--- src/dpwm_pkg.sv ---
package dpwm_pkg;

  // ----------------------------------------
  // register byte offsets
  // ----------------------------------------
  localparam int         ADDR_W   = 5;
  localparam logic [4:0] OFS_MODE = 5'h00;
  localparam logic [4:0] OFS_RUN  = 5'h04;
  localparam logic [4:0] OFS_PIN  = 5'h08;
  localparam logic [4:0] OFS_CMPA = 5'h0c;
  localparam logic [4:0] OFS_CMPB = 5'h10;

  // ----------------------------------------
  // mode_and_clock_control fields
  // ----------------------------------------
  localparam int MODE_A_BIT = 7;
  localparam int MODE_B_BIT = 6;
  localparam int RES_A_BIT  = 5;
  localparam int RES_B_BIT  = 4;
  localparam int CLKA_LSB   = 2;
  localparam int CLKB_LSB   = 0;

  // ----------------------------------------
  // run_and_irq_control fields
  // ----------------------------------------
  localparam int RUN_A_BIT  = 7;
  localparam int RUN_B_BIT  = 6;
  localparam int CASC_BIT   = 5;
  localparam int FLAG_A_BIT = 3;
  localparam int FLAG_B_BIT = 2;
  localparam int IE_A_BIT   = 1;
  localparam int IE_B_BIT   = 0;

  // ----------------------------------------
  // pin_and_combine_control fields
  // ----------------------------------------
  localparam int PEN_B_BIT  = 6;
  localparam int PEN_A_BIT  = 5;
  localparam int COMB_BIT   = 4;

  // ----------------------------------------
  // reset values and counter limits
  // ----------------------------------------
  localparam logic [7:0] REG_RST  = 8'h00;
  localparam logic [7:0] CNT_ZERO = 8'h00;
  localparam logic [7:0] CNT_ONE  = 8'h01;
  localparam logic [7:0] MAX_8BIT = 8'hff;
  localparam logic [7:0] MAX_7BIT = 8'h7f;

  // ----------------------------------------
  // prescaler: one tap per count clock
  // ----------------------------------------
  localparam int         PRE_W    = 6;
  localparam logic [5:0] PRE_ZERO = 6'h00;
  localparam logic [5:0] PRE_ONE  = 6'h01;
  localparam logic [5:0] TAP_8    = 6'h07;
  localparam logic [5:0] TAP_16   = 6'h0f;
  localparam logic [5:0] TAP_64   = 6'h3f;

  typedef enum logic [1:0] {
    DPWM_DIV1,
    DPWM_DIV8,
    DPWM_DIV16,
    DPWM_DIV64
  } dpwm_clk_t;

endpackage

--- src/dpwm_timer.sv ---
// Implementation choices: the APB register port and the placing of the registers.
`timescale 1ns/1ps

module dpwm_timer (
  // clock and reset
  input  wire logic                       clk_sys_i,
  input  wire logic                       nrst_i,
  // apb slave
  input  wire logic                       psel_i,
  input  wire logic                       penable_i,
  input  wire logic                       pwrite_i,
  input  wire logic [dpwm_pkg::ADDR_W-1:0] paddr_i,
  input  wire logic [31:0]                pwdata_i,
  output logic      [31:0]                prdata_o,
  output logic                            pready_o,
  output logic                            pslverr_o,
  // general port side of the shared pins
  input  wire logic                       port_pin_a_dout_i,
  input  wire logic                       port_pin_a_dir_i,
  input  wire logic                       port_pin_b_dout_i,
  input  wire logic                       port_pin_b_dir_i,
  // shared pins
  output logic                            port_pin_a_o,
  output logic                            port_pin_a_oe_o,
  output logic                            port_pin_b_o,
  output logic                            port_pin_b_oe_o,
  // timer waves and interrupts
  output logic                            timer_out_a_o,
  output logic                            timer_out_b_o,
  output logic                            interrupt_line_a_o,
  output logic                            interrupt_line_b_o
);

  // ----------------------------------------
  // registers
  // ----------------------------------------
  logic [7:0]          mode_and_clock_control_reg;
  logic [7:0]          run_and_irq_control_reg;
  logic [7:0]          pin_and_combine_control_reg;
  logic [7:0]          compare_value_a_reg;
  logic [7:0]          compare_value_b_reg;
  logic [7:0]          run_next;
  logic [31:0]         prdata_reg;
  logic                pready_reg;
  logic                pslverr_reg;
  logic [dpwm_pkg::PRE_W-1:0] pre_reg;
  logic [7:0]          cnt_reg   [2];
  logic [7:0]          latch_reg [2];
  logic [1:0]          out_reg;
  logic [1:0]          irq_reg;
  logic [1:0]          pin_reg;
  logic [1:0]          pin_oe_reg;

  // ----------------------------------------
  // apb decode
  // ----------------------------------------
  wire       acc_w   = psel_i & penable_i;
  wire       done_w  = acc_w & pready_reg;
  wire       wr_w    = done_w & pwrite_i;
  wire       hit_mode = paddr_i == dpwm_pkg::OFS_MODE;
  wire       hit_run  = paddr_i == dpwm_pkg::OFS_RUN;
  wire       hit_pin  = paddr_i == dpwm_pkg::OFS_PIN;
  wire       hit_cmpa = paddr_i == dpwm_pkg::OFS_CMPA;
  wire       hit_cmpb = paddr_i == dpwm_pkg::OFS_CMPB;
  wire       mapped_w = hit_mode | hit_run | hit_pin | hit_cmpa
                      | hit_cmpb;
  wire [7:0] wdat_w  = pwdata_i[7:0];
  // compare registers read back as zero
  wire [7:0] rsel_w  = hit_mode ? mode_and_clock_control_reg :
                       hit_run  ? run_and_irq_control_reg :
                       hit_pin  ? pin_and_combine_control_reg :
                       dpwm_pkg::REG_RST;
  wire [31:0] rdata_w = {24'h000000, rsel_w};

  // ----------------------------------------
  // control bits per channel (0 = a, 1 = b)
  // ----------------------------------------
  wire       comb_w = pin_and_combine_control_reg[dpwm_pkg::COMB_BIT];
  wire       casc_w = run_and_irq_control_reg[dpwm_pkg::CASC_BIT];
  wire [1:0] run_w  = {run_and_irq_control_reg[dpwm_pkg::RUN_B_BIT],
                       run_and_irq_control_reg[dpwm_pkg::RUN_A_BIT]};
  wire [1:0] flag_w = {run_and_irq_control_reg[dpwm_pkg::FLAG_B_BIT],
                       run_and_irq_control_reg[dpwm_pkg::FLAG_A_BIT]};
  wire [1:0] ie_w   = {run_and_irq_control_reg[dpwm_pkg::IE_B_BIT],
                       run_and_irq_control_reg[dpwm_pkg::IE_A_BIT]};
  wire [1:0] pen_w  = {pin_and_combine_control_reg[dpwm_pkg::PEN_B_BIT],
                       pin_and_combine_control_reg[dpwm_pkg::PEN_A_BIT]};
  wire [1:0] mode_w = {mode_and_clock_control_reg[dpwm_pkg::MODE_B_BIT],
                       mode_and_clock_control_reg[dpwm_pkg::MODE_A_BIT]};
  wire [1:0] res_w  = {mode_and_clock_control_reg[dpwm_pkg::RES_B_BIT],
                       mode_and_clock_control_reg[dpwm_pkg::RES_A_BIT]};
  wire [1:0] csel_w [2];
  assign csel_w[0] = mode_and_clock_control_reg[dpwm_pkg::CLKA_LSB+:2];
  assign csel_w[1] = mode_and_clock_control_reg[dpwm_pkg::CLKB_LSB+:2];
  wire [7:0] cmp_w  [2];
  assign cmp_w[0] = compare_value_a_reg;
  assign cmp_w[1] = compare_value_b_reg;

  // ----------------------------------------
  // prescaler taps
  // ----------------------------------------
  wire       pre_run = |run_w;
  wire [3:0] tap_w   = {pre_reg == dpwm_pkg::TAP_64,
                        pre_reg[3:0] == dpwm_pkg::TAP_16[3:0],
                        pre_reg[2:0] == dpwm_pkg::TAP_8[2:0],
                        pre_run};

  // ----------------------------------------
  // per-channel counter, comparator, output
  // ----------------------------------------
  logic [1:0] tick_w;
  logic [1:0] match_w;
  logic [1:0] mt_w;
  logic [1:0] pwm_w;
  logic [1:0] set_w;
  // rising edge of the a square wave
  wire        a_rise = mt_w[0] & pen_w[0] & ~out_reg[0] & ~pwm_w[0];

  for (genvar i = 0; i < 2; i++) begin : g_ch
    localparam bit IS_A = (i == 0);

    // ----------------------------------------
    // count clock select
    // ----------------------------------------
    dpwm_pkg::dpwm_clk_t csel;
    assign csel = dpwm_pkg::dpwm_clk_t'(csel_w[i]);
    wire own_tick = csel == dpwm_pkg::DPWM_DIV1  ? tap_w[0] :
                    csel == dpwm_pkg::DPWM_DIV8  ? tap_w[1] :
                    csel == dpwm_pkg::DPWM_DIV16 ? tap_w[2] :
                    tap_w[3];
    wire cas = !IS_A && casc_w;
    assign tick_w[i] = run_w[i] & pre_run
                     & (cas ? a_rise : own_tick);

    // ----------------------------------------
    // comparator and counter
    // ----------------------------------------
    // compare writes only bite at the next zero
    wire [7:0] eff = cnt_reg[i] == dpwm_pkg::CNT_ZERO ? cmp_w[i]
                                                      : latch_reg[i];
    assign match_w[i] = cnt_reg[i] == eff;
    assign mt_w[i]    = tick_w[i] & match_w[i];
    assign pwm_w[i]   = mode_w[i] & ~comb_w;
    wire [7:0] top = res_w[i] ? dpwm_pkg::MAX_7BIT
                              : dpwm_pkg::MAX_8BIT;
    wire wrap = pwm_w[i] & (cnt_reg[i] == top);
    // a holds at its match until b closes the period
    wire hold = comb_w & IS_A & match_w[i];
    wire clr  = comb_w ? mt_w[1] : (~pwm_w[i] & mt_w[i]);
    wire [7:0] cnt_next =
        ~run_w[i] | clr ? dpwm_pkg::CNT_ZERO :
        ~tick_w[i] | hold ? cnt_reg[i] :
        wrap ? dpwm_pkg::CNT_ZERO :
        cnt_reg[i] + dpwm_pkg::CNT_ONE;

    // ----------------------------------------
    // output stage
    // ----------------------------------------
    logic out_next;
    always_comb begin
      out_next = out_reg[i];
      if (comb_w) begin
        if (IS_A && mt_w[1]) begin
          out_next = 1'b0;
        end else if (IS_A && mt_w[0]) begin
          out_next = 1'b1;
        end
      end else if (pwm_w[i]) begin
        if (run_w[i] && match_w[i]) begin
          out_next = 1'b0;
        end else if (run_w[i] && cnt_reg[i] == dpwm_pkg::CNT_ZERO) begin
          out_next = 1'b1;
        end
      end else if (mt_w[i] && pen_w[i]) begin
        out_next = ~out_reg[i];
      end
    end

    // ----------------------------------------
    // flag set and counter registers
    // ----------------------------------------
    assign set_w[i] = mt_w[i] & (IS_A ? ~pwm_w[i] & ~comb_w
                                      : ~pwm_w[i]);
    always_ff @(posedge clk_sys_i or negedge nrst_i) begin
      if (!nrst_i) begin
        cnt_reg[i]   <= dpwm_pkg::CNT_ZERO;
        latch_reg[i] <= dpwm_pkg::CNT_ZERO;
        out_reg[i]   <= 1'b0;
      end else begin
        cnt_reg[i]   <= cnt_next;
        latch_reg[i] <= eff;
        out_reg[i]   <= out_next;
      end
    end

    // ----------------------------------------
    // shared pin mux
    // ----------------------------------------
    wire pin_next    = pen_w[i] ? out_next
                                : (IS_A ? port_pin_a_dout_i
                                        : port_pin_b_dout_i);
    wire pin_oe_next = pen_w[i] | (IS_A ? port_pin_a_dir_i
                                        : port_pin_b_dir_i);
    always_ff @(posedge clk_sys_i or negedge nrst_i) begin
      if (!nrst_i) begin
        pin_reg[i]    <= 1'b0;
        pin_oe_reg[i] <= 1'b0;
        irq_reg[i]    <= 1'b0;
      end else begin
        pin_reg[i]    <= pin_next;
        pin_oe_reg[i] <= pin_oe_next;
        irq_reg[i]    <= (flag_w[i] | set_w[i]) & ie_w[i];
      end
    end
  end

  // ----------------------------------------
  // run_and_irq_control next value
  // ----------------------------------------
  always_comb begin
    run_next = run_and_irq_control_reg;
    if (wr_w && hit_run) begin
      run_next[dpwm_pkg::RUN_A_BIT] = wdat_w[dpwm_pkg::RUN_A_BIT];
      run_next[dpwm_pkg::RUN_B_BIT] = wdat_w[dpwm_pkg::RUN_B_BIT];
      run_next[dpwm_pkg::CASC_BIT]  = wdat_w[dpwm_pkg::CASC_BIT];
      run_next[dpwm_pkg::IE_A_BIT]  = wdat_w[dpwm_pkg::IE_A_BIT];
      run_next[dpwm_pkg::IE_B_BIT]  = wdat_w[dpwm_pkg::IE_B_BIT];
      run_next[dpwm_pkg::FLAG_A_BIT] = flag_w[0]
                                     & wdat_w[dpwm_pkg::FLAG_A_BIT];
      run_next[dpwm_pkg::FLAG_B_BIT] = flag_w[1]
                                     & wdat_w[dpwm_pkg::FLAG_B_BIT];
    end
    // set wins over a clearing write
    if (set_w[0]) begin
      run_next[dpwm_pkg::FLAG_A_BIT] = 1'b1;
    end
    if (set_w[1]) begin
      run_next[dpwm_pkg::FLAG_B_BIT] = 1'b1;
    end
  end

  // ----------------------------------------
  // register file
  // ----------------------------------------
  always_ff @(posedge clk_sys_i or negedge nrst_i) begin
    if (!nrst_i) begin
      mode_and_clock_control_reg  <= dpwm_pkg::REG_RST;
      run_and_irq_control_reg     <= dpwm_pkg::REG_RST;
      pin_and_combine_control_reg <= dpwm_pkg::REG_RST;
      compare_value_a_reg         <= dpwm_pkg::REG_RST;
      compare_value_b_reg         <= dpwm_pkg::REG_RST;
    end else begin
      run_and_irq_control_reg <= run_next;
      if (wr_w && hit_mode) begin
        mode_and_clock_control_reg <= wdat_w;
      end
      if (wr_w && hit_pin) begin
        pin_and_combine_control_reg <= {1'b0, wdat_w[6:4], 4'h0};
      end
      if (wr_w && hit_cmpa) begin
        compare_value_a_reg <= wdat_w;
      end
      if (wr_w && hit_cmpb) begin
        compare_value_b_reg <= wdat_w;
      end
    end
  end

  // ----------------------------------------
  // prescaler
  // ----------------------------------------
  // cleared while stopped so a start begins on a full tick
  always_ff @(posedge clk_sys_i or negedge nrst_i) begin
    if (!nrst_i) begin
      pre_reg <= dpwm_pkg::PRE_ZERO;
    end else if (pre_run) begin
      pre_reg <= pre_reg + dpwm_pkg::PRE_ONE;
    end else begin
      pre_reg <= dpwm_pkg::PRE_ZERO;
    end
  end

  // ----------------------------------------
  // apb answer: one wait state
  // ----------------------------------------
  always_ff @(posedge clk_sys_i or negedge nrst_i) begin
    if (!nrst_i) begin
      pready_reg  <= 1'b0;
      pslverr_reg <= 1'b0;
      prdata_reg  <= 32'h00000000;
    end else begin
      pready_reg  <= acc_w & ~pready_reg;
      // error only for an unmapped address
      pslverr_reg <= acc_w & ~pready_reg & ~mapped_w;
      if (acc_w && !pready_reg && !pwrite_i) begin
        prdata_reg <= rdata_w;
      end
    end
  end

  // ----------------------------------------
  // outputs
  // ----------------------------------------
  assign prdata_o           = prdata_reg;
  assign pready_o           = pready_reg;
  assign pslverr_o          = pslverr_reg;
  assign timer_out_a_o      = out_reg[0];
  assign timer_out_b_o      = out_reg[1];
  assign interrupt_line_a_o = irq_reg[0];
  assign interrupt_line_b_o = irq_reg[1];
  assign port_pin_a_o       = pin_reg[0];
  assign port_pin_a_oe_o    = pin_oe_reg[0];
  assign port_pin_b_o       = pin_reg[1];
  assign port_pin_b_oe_o    = pin_oe_reg[1];

endmodule

--- config.mk ---
export PLATFORM = sky130hd
export DESIGN_NAME = dpwm_timer
export DESIGN_NICKNAME = d
export VERILOG_FILES = /design/src/dpwm_pkg.sv /design/src/dpwm_timer.sv
export SDC_FILE = /design/constraint.sdc
export NUM_CORES = 1
export LEC_CHECK = 0
export BUFFER_PORTS_ARGS = -buffer_cell sky130_fd_sc_hd__buf_2
export CAP_MARGIN = 15
export CORE_MARGIN = 2
export CORE_UTILIZATION = 45
export CTS_BUF_LIST = sky130_fd_sc_hd__clkbuf_8
export DETAILED_ROUTE_END_ITERATION = 10
export GPL_ROUTABILITY_DRIVEN = 1
export PLACE_DENSITY = 0.69
export SETUP_SLACK_MARGIN = 0.5
export SLEW_MARGIN = 20
export SYNTH_ARGS = -nofsm -noshare
export SYNTH_HDL_FRONTEND = slang
export SYNTH_SLANG_ARGS = --single-unit
--- constraint.sdc ---
create_clock -name clk_sys_i -period 3.4 [get_ports clk_sys_i]
set_input_delay 0.34 -clock clk_sys_i [delete_from_list [all_inputs] [get_ports clk_sys_i]]
set_output_delay 0.34 -clock clk_sys_i [all_outputs]
set_load 0.01 [all_outputs]
==> results of run 1 <==
kinds of logic (layout without fill, tap and decap cells):
logic type | after synthesis | after routing | synth area share
AND/OR/NAND/NOR | 172 | 172 | 0.182
flip-flops | 90 | 90 | 0.480
AO/OA/AOI/OAI | 74 | 74 | 0.118
buffers and inverters | 59 | 113 | 0.0669
multiplexers | 40 | 40 | 0.0941
XOR/XNOR | 21 | 21 | 0.0392
adder cells (fa/ha/maj) | 7 | 7 | 0.0187
other | 1 | 24 | 0.000799
Yosys cell counts (6+ instances only):
cell type and count:
nand4_1 7, mux2i_1 7, clkbuf_1 11, a221oi_1 8, xnor2_1 6, mux2_2 33
nor3_1 7, o21ai_0 13, inv_1 22, nor2b_1 11, dfrtp_1 90, nand2_1 54
ha_1 7, a21oi_1 12, nor2_1 48, a211oi_1 7, nand3_1 12, xor2_1 15
buf_4 24
final cells by class:
cell class,count,area share
multi-input combinational,338,0.427
sequential,90,0.402
timing repair buffer,76,0.0872
tap,136,0.0303
clock buffer,10,0.0245
inverter,22,0.0147
clock inverter,5,0.0143
power by group:
group / switching (mW) / leakage [nW] / internal (mW)
clock network: 0.374 / 0.110 / 0.429
registers: 0.0306 / 1.20 / 1.10
logic: 0.132 / 1.34 / 0.0930
per-stage QoR:
step                instances  power (mW)
floorplan                 487        1.29
global placement          651        1.35
detailed placement        651        1.36
CTS                       673        2.17
global route              677        2.25
finish                    677        2.16
path summary, 6_finish.rpt:
check                      slack (ps)               to  cells after the start              from
min in group asynchronous         400       pre_reg[0]                      2            nrst_i
max in group asynchronous        2210      cnt_reg[13]                      3            nrst_i
max reg2reg                       110       cnt_reg[5]                     17        cnt_reg[9]
max                               110       cnt_reg[5]                     17        cnt_reg[9]
min                               160  port_pin_b_oe_o                      2  port_pin_b_dir_i
min reg2reg                       470       pre_reg[0]                      1        pre_reg[0]
timing repair:
| action | CTS | global route |
|---|---|---|
| endpoints found under the hold margin | 22 | 0 |
| pin swaps | 7 | 11 |
| setup endpoints to repair | 21 | 22 |
| gates resized for setup | 21 | 13 |
| hold buffers | 1 | 0 |
| buffers inserted | 6 | 4 |
per-layer routing:
metal | up-vias | track usage
li1 | 1720 | -
met2 | 141 | 0.320
met4 | 0 | 0.0761
met5 | - | 0
met3 | 20 | 0.0325
met1 | 1788 | 0.274
==> results.md, run 1 <==
* Status: finished clean
* Met2 WL post-DR at 5140 um
* Vias per cell at 5.42
* Starting DRT DRC Count at 197
* Starting Density at 0.459
* Maximum VDD drop at 0.000164 V
* Wirelength per Cell at 15.9 um
* DRC viols at 0
* Max transition margin at 0.563
* Met3 Wirelength at 583 um
* Vias at 3669
* Largest net degree at the start of global routing at 38
* Fin. Hold Viols at 0
* Gate Count Post-Synth at 464
* DP Worst Slack at 83.6 ps
* CP max-delay cell: dfrtp_1
* Unrepaired setup endpoints after global routing: yes
* Num CTS Buffers at 9
* Nets at 590
* CP Launch Type: flop
* GPL Wtd Cong at 0.882
* WP data required at 3660 ps
* Mean Syn Cell Area at 10.1 um2
* Critical Path Most Common Cell: buf_4
* Leakage at 2.65 nW
* Max Slew Vio Count at 0
* Syn. warnings at 0
* # fillers at 895
* Crit path arrival time at 3550 ps
* Total track usage at 0.200
* Sequential fraction of the synthesis area at 0.480
* Slowest stage delay, CP at 430 ps
* Synth top area share at 0.480
* CTS root buffer: clkbuf_8
* Finished Cell Area at 5610 um2
* Diode count at 0
* Worst min path class: in2reg
* Crit path buffers/inverters at 4
* Hold_ws at 157 ps
* Fin crit share at 0.969
* Initial antenna violation count at 0
* CP Cell Sequence: inv_2 -> ha_4 -> nor3b_4 -> buf_4 -> nand2_4 -> mux2_4 -> o2111a_2 -> and3_4 -> ha_4 -> and3_4 -> o31ai_1 -> buf_4 -> a211oi_2 -> buf_4 -> nand4_1 -> xor2_1 -> nor2_1
* Bufs on Longest Clock Path at 2
* Maximum clock frequency at 0.304 GHz
* Storage element area at 2250 um2
* Measured slew at the worst slew-check pin at 654 ps
* Cell row count at 37
* Vias in the first global route at 3510
* Die Y at 106 um
* Pre-Repair DR Iteration Count at 5
* Critical path peak fanout at 5
* Finished Core Util at 0.548
* Cell area after technology mapping at 4690 um2
* Most frequent cells in the layout: dfrtp_1 (89), nand2_1 (52), nor2_1 (46)
* I/O Buffers at 39
* Commonest non-fill, non-tap cell in the layout: dfrtp_1
* Synth Flop Type: dfrtp_1
* Global-route wire length before repair at 17700 um
* Top Layer Used: met4
* Top delay family on crit path: simple AND/OR/NAND/NOR gates
* Clock Latency Late Sink at 360 ps
* Area after DPL at 5140 um2
* # clock sinks at 90
* Grt ovf at 0
* Wl on met1 at 4860 um
* Area leader, netlist: dfrtp_1
* Crit Path Category: reg2reg
* I/O pin count at 88
* Reg clk slew, reported paths at 100 ps
* Area grow syn2layout at 19.5%
* Die Footprint at 11300 um2
* Min cycle time layout at 3290 ps
* Synth unique cells at 57
* Final Setup Violations at 0
* Clock Skews at 15.7 ps
* Htree depth at 3
* Final WS setup at 106 ps
* Synth top area cells: dfrtp_1 (48%), mux2_2 (7.9%), nand2_1 (4.3%), buf_4 (3.8%), nor2_1 (3.8%)
* CTS tree: done
* Die W at 106 um
* Dpl hpwl at 7790 um
* Post-synth EDFFs at 0
* CP endpoint kind: flop
* Max_cap viols at 0
* Core Area at 10200 um2
* Routed WL at 10800 um
* Setup_tns at 0 ps
* Async SR Flop Fraction at 1.00
* Antenna-violating nets left at 0
* Power per cell area at 386 nW/um2
* Yosys reg bits at 90
* Share of layout cells above drive strength 1 at 0.301
* Area of the multi-input gates at 2400 um2
Power figures use the tool's default switching activity.
==> run 2, diff against run 1 <==
- PLACE_DENSITY: 0.69 -> unset
- PLACE_DENSITY_LB_ADDON: unset -> 0.2
- TNS_END_PERCENT: unset -> 10
==> run 2 against run 1 <==
Sequential cell count unchanged. Die area unchanged. Routed wire length decreased by 2.3%. Sequential share of layout area increased by 0.98 points. Clock power decreased by 19%. Critical path depth decreased by 4. Total power decreased by 7.8%. Final area decreased by 2.3%. Combinational power decreased by 7%. Utilization decreased by 1.3 points. Critical path type unchanged. Highest routed layer unchanged.
==> results.md, run 2 (same netlist as run 1, synthesis figures left out) <==
* Measured slew at the worst slew-check pin at 735 ps (was 654 ps)
* Area after DPL at 5150 um2 (was 5140 um2)
* Critical path peak fanout at 6 (was 5)
* M1 GR Usage at 0.274 (about the same)
* Max transition margin at 0.498 (was 0.563)
* I/O Buffers at 39 (unchanged)
* Diode count at 0 (unchanged)
* Routed WL at 10500 um (was 10800 um)
* Antenna-violating nets left at 0 (unchanged)
* Clock Latency Late Sink at 360 ps (about the same)
* Grt ovf at 0 (unchanged)
* Maximum clock frequency at 0.303 GHz (was 0.304 GHz)
* GPL Wtd Cong at 0.852 (was 0.882)
* Worst R2R Setup Slack at 100 ps (was 110 ps)
* CP Cell Sequence: nor2b_4 -> a2111oi_2 -> buf_4 -> mux2i_4 -> or3_1 -> a211oi_2 -> and3_1 -> ha_2 -> and3_4 -> o31a_1 -> nand2b_4 -> or4_4 -> a41oi_2 (was inv_2 -> ha_4 -> nor3b_4 -> buf_4 -> nand2_4 -> mux2_4 -> o2111a_2 -> and3_4 -> ha_4 -> and3_4 -> o31ai_1 -> buf_4 -> a211oi_2 -> buf_4 -> nand4_1 -> xor2_1 -> nor2_1)
* Vias at 3565 (was 3669)
* Min cycle time layout at 3300 ps (was 3290 ps)
* Die Y at 106 um (unchanged)
* Status: finished clean (unchanged)
* # clock sinks at 90 (unchanged)
* Commonest non-fill, non-tap cell in the layout: dfrtp_1 (unchanged)
* Initial antenna violation count at 0 (unchanged)
* Hold Crit Depth at 2 (unchanged)
* Max_cap viols at 0 (unchanged)
* Met3 Usage GRT at 0.0411 (was 0.0325)
* Finished Layout Cells at 674 (was 677)
* Share of layout cells above drive strength 1 at 0.284 (was 0.301)
* Wirelength per Cell at 15.6 um (was 15.9 um)
* CTS tree: done (unchanged)
* Global-route wire length before repair at 17300 um (was 17700 um)
* Setup_tns at 0 ps (unchanged)
* Vias in the first global route at 3459 (was 3510)
* Power per cell area at 364 nW/um2 (was 386 nW/um2)
* Final Setup Violations at 0 (unchanged)
* Leakage at 2.61 nW (was 2.65 nW)
* GRT met2 Usage at 0.308 (was 0.320)
* Cell row count at 37 (unchanged)
* Most frequent cells in the layout: dfrtp_1 (88), nand2_1 (53), nor2_1 (48) (was dfrtp_1 (89), nand2_1 (52), nor2_1 (46))
* Vias per cell at 5.29 (was 5.42)
* Core Area at 10200 um2 (unchanged)
* Finished Cell Area at 5480 um2 (was 5610 um2)
* Final WS setup at 103 ps (was 106 ps)
* Num CTS Buffers at 9 (unchanged)
* DP Worst Slack at -21.9 ps (was 83.6 ps)
* Worst min path class: in2reg (unchanged)
* # fillers at 929 (was 895)
* Slowest stage delay, CP at 490 ps (was 430 ps)
* Hold endpoint: port_pin_b_oe_o (unchanged)
* Hold_sp: port_pin_b_dir_i (unchanged)
* Fin. Hold Viols at 0 (unchanged)
* CP endpoint kind: flop (unchanged)
* WP data required at 3680 ps (was 3660 ps)
* Dpl hpwl at 7890 um (was 7790 um)
* Pre-Repair DR Iteration Count at 4 (was 5)
* Reg clk slew, reported paths at 80 ps (was 100 ps)
* Fin crit share at 0.970 (was 0.969)
* R2R Path End: port_pin_b_o (was cnt_reg[5])
* Clock Skews at 8.73 ps (was 15.7 ps)
* Max Slew Vio Count at 0 (unchanged)
* Gr busiest metal: met2 (unchanged)
* Bufs on Longest Clock Path at 2 (unchanged)
* CTS root buffer: clkbuf_8 (unchanged)
* Crit Path Category: reg2reg (unchanged)
* Placed cells at 652 (was 651)
* CP Launch Type: flop (unchanged)
* Maximum VDD drop at 0.000164 V (about the same)
* Cell count of the worst reg-to-reg path at 13 (was 17)
* Unrepaired setup endpoints after global routing: yes (unchanged)
* Die Footprint at 11300 um2 (unchanged)
* DRC viols at 0 (unchanged)
* Area grow syn2layout at 16.8% (was 19.5%)
* Nets at 587 (was 590)
* CP max-delay cell: or4_4 (was dfrtp_1)
* I/O pin count at 88 (unchanged)
* Starting Density at 0.459 (unchanged)
* Starting DRT DRC Count at 193 (was 197)
* Largest net degree at the start of global routing at 46 (was 38)
* Total track usage at 0.198 (was 0.200)
* Htree depth at 3 (unchanged)
* Crit path arrival time at 3570 ps (was 3550 ps)
* Reg2Reg Launch Point: cnt_reg[11] (was cnt_reg[9])
* Die W at 106 um (unchanged)
run 2: cell type report:
| type | instances | area, um2 | share of cell area |
|---|---|---|---|
| tap | 136 | 170 | 0.0311 |
| clock buffer | 11 | 151 | 0.0276 |
| inverter | 22 | 82.6 | 0.0151 |
| clock inverter | 4 | 20.0 | 0.00365 |
| sequential | 90 | 2250 | 0.412 |
| timing repair buffer | 73 | 463 | 0.0845 |
| multi-input combinational | 338 | 2340 | 0.427 |
run 2: worst max-delay path, delay by kind of cell (launching register included):
| kind | cells | cell delay (ps) |
|---|---|---|
| simple gates | 6 | 1440 |
| buf+inv | 1 | 170 |
| fa+ha+maj | 1 | 160 |
| compound gates | 4 | 910 |
| flops | 1 | 480 |
| mux | 1 | 50 |
run 2: power breakdown:
| part | total, mW | switching [mW] | leakage, nW | internal [mW] |
|---|---|---|---|---|
| Clock | 0.651 | 0.355 | 0.0938 | 0.295 |
| Combinational | 0.210 | 0.121 | 1.32 | 0.0887 |
| Sequential | 1.13 | 0.0303 | 1.20 | 1.10 |
| Total | 2.00 | 0.507 | 2.61 | 1.49 |
run 2: repair_timing:
item	4_1_cts	5_1_grt
setup buffers	2	4
pin swaps	1	19
resized for setup	3	20
hold buffers	1	0
cloned	0	0
setup endpoints to repair	21	22
endpoints found under the hold margin	21	0
run 2: worst max path at each step:
stage,depth (start not counted),startpoint,end
finish,13,cnt_reg[11],port_pin_b_o
detailed placement,14,cnt_reg[9],port_pin_b_o
CTS,14,cnt_reg[8],port_pin_b_o
global route,13,latch_reg[11],port_pin_b_o
global placement,17,cnt_reg[9],cnt_reg[5]
floorplan,14,cnt_reg[8],port_pin_b_o
run 2: layer usage:
metal	vias to the layer above	part of all wire
met5	-	0
met2	101	0.45
met4	0	0.015
met1	1727	0.48
li1	1725	-
met3	12	0.054
run 2: stage by stage:
step            util  hold WS, ps  total power [mW]
2_1_floorplan      -         44.4              1.29
3_3_place_gp   0.503          241              1.36
3_5_place_dp   0.503          246              1.36
4_1_cts        0.524          150              2.02
5_1_grt        0.536          157              2.10
6_report       0.536          164              2.00
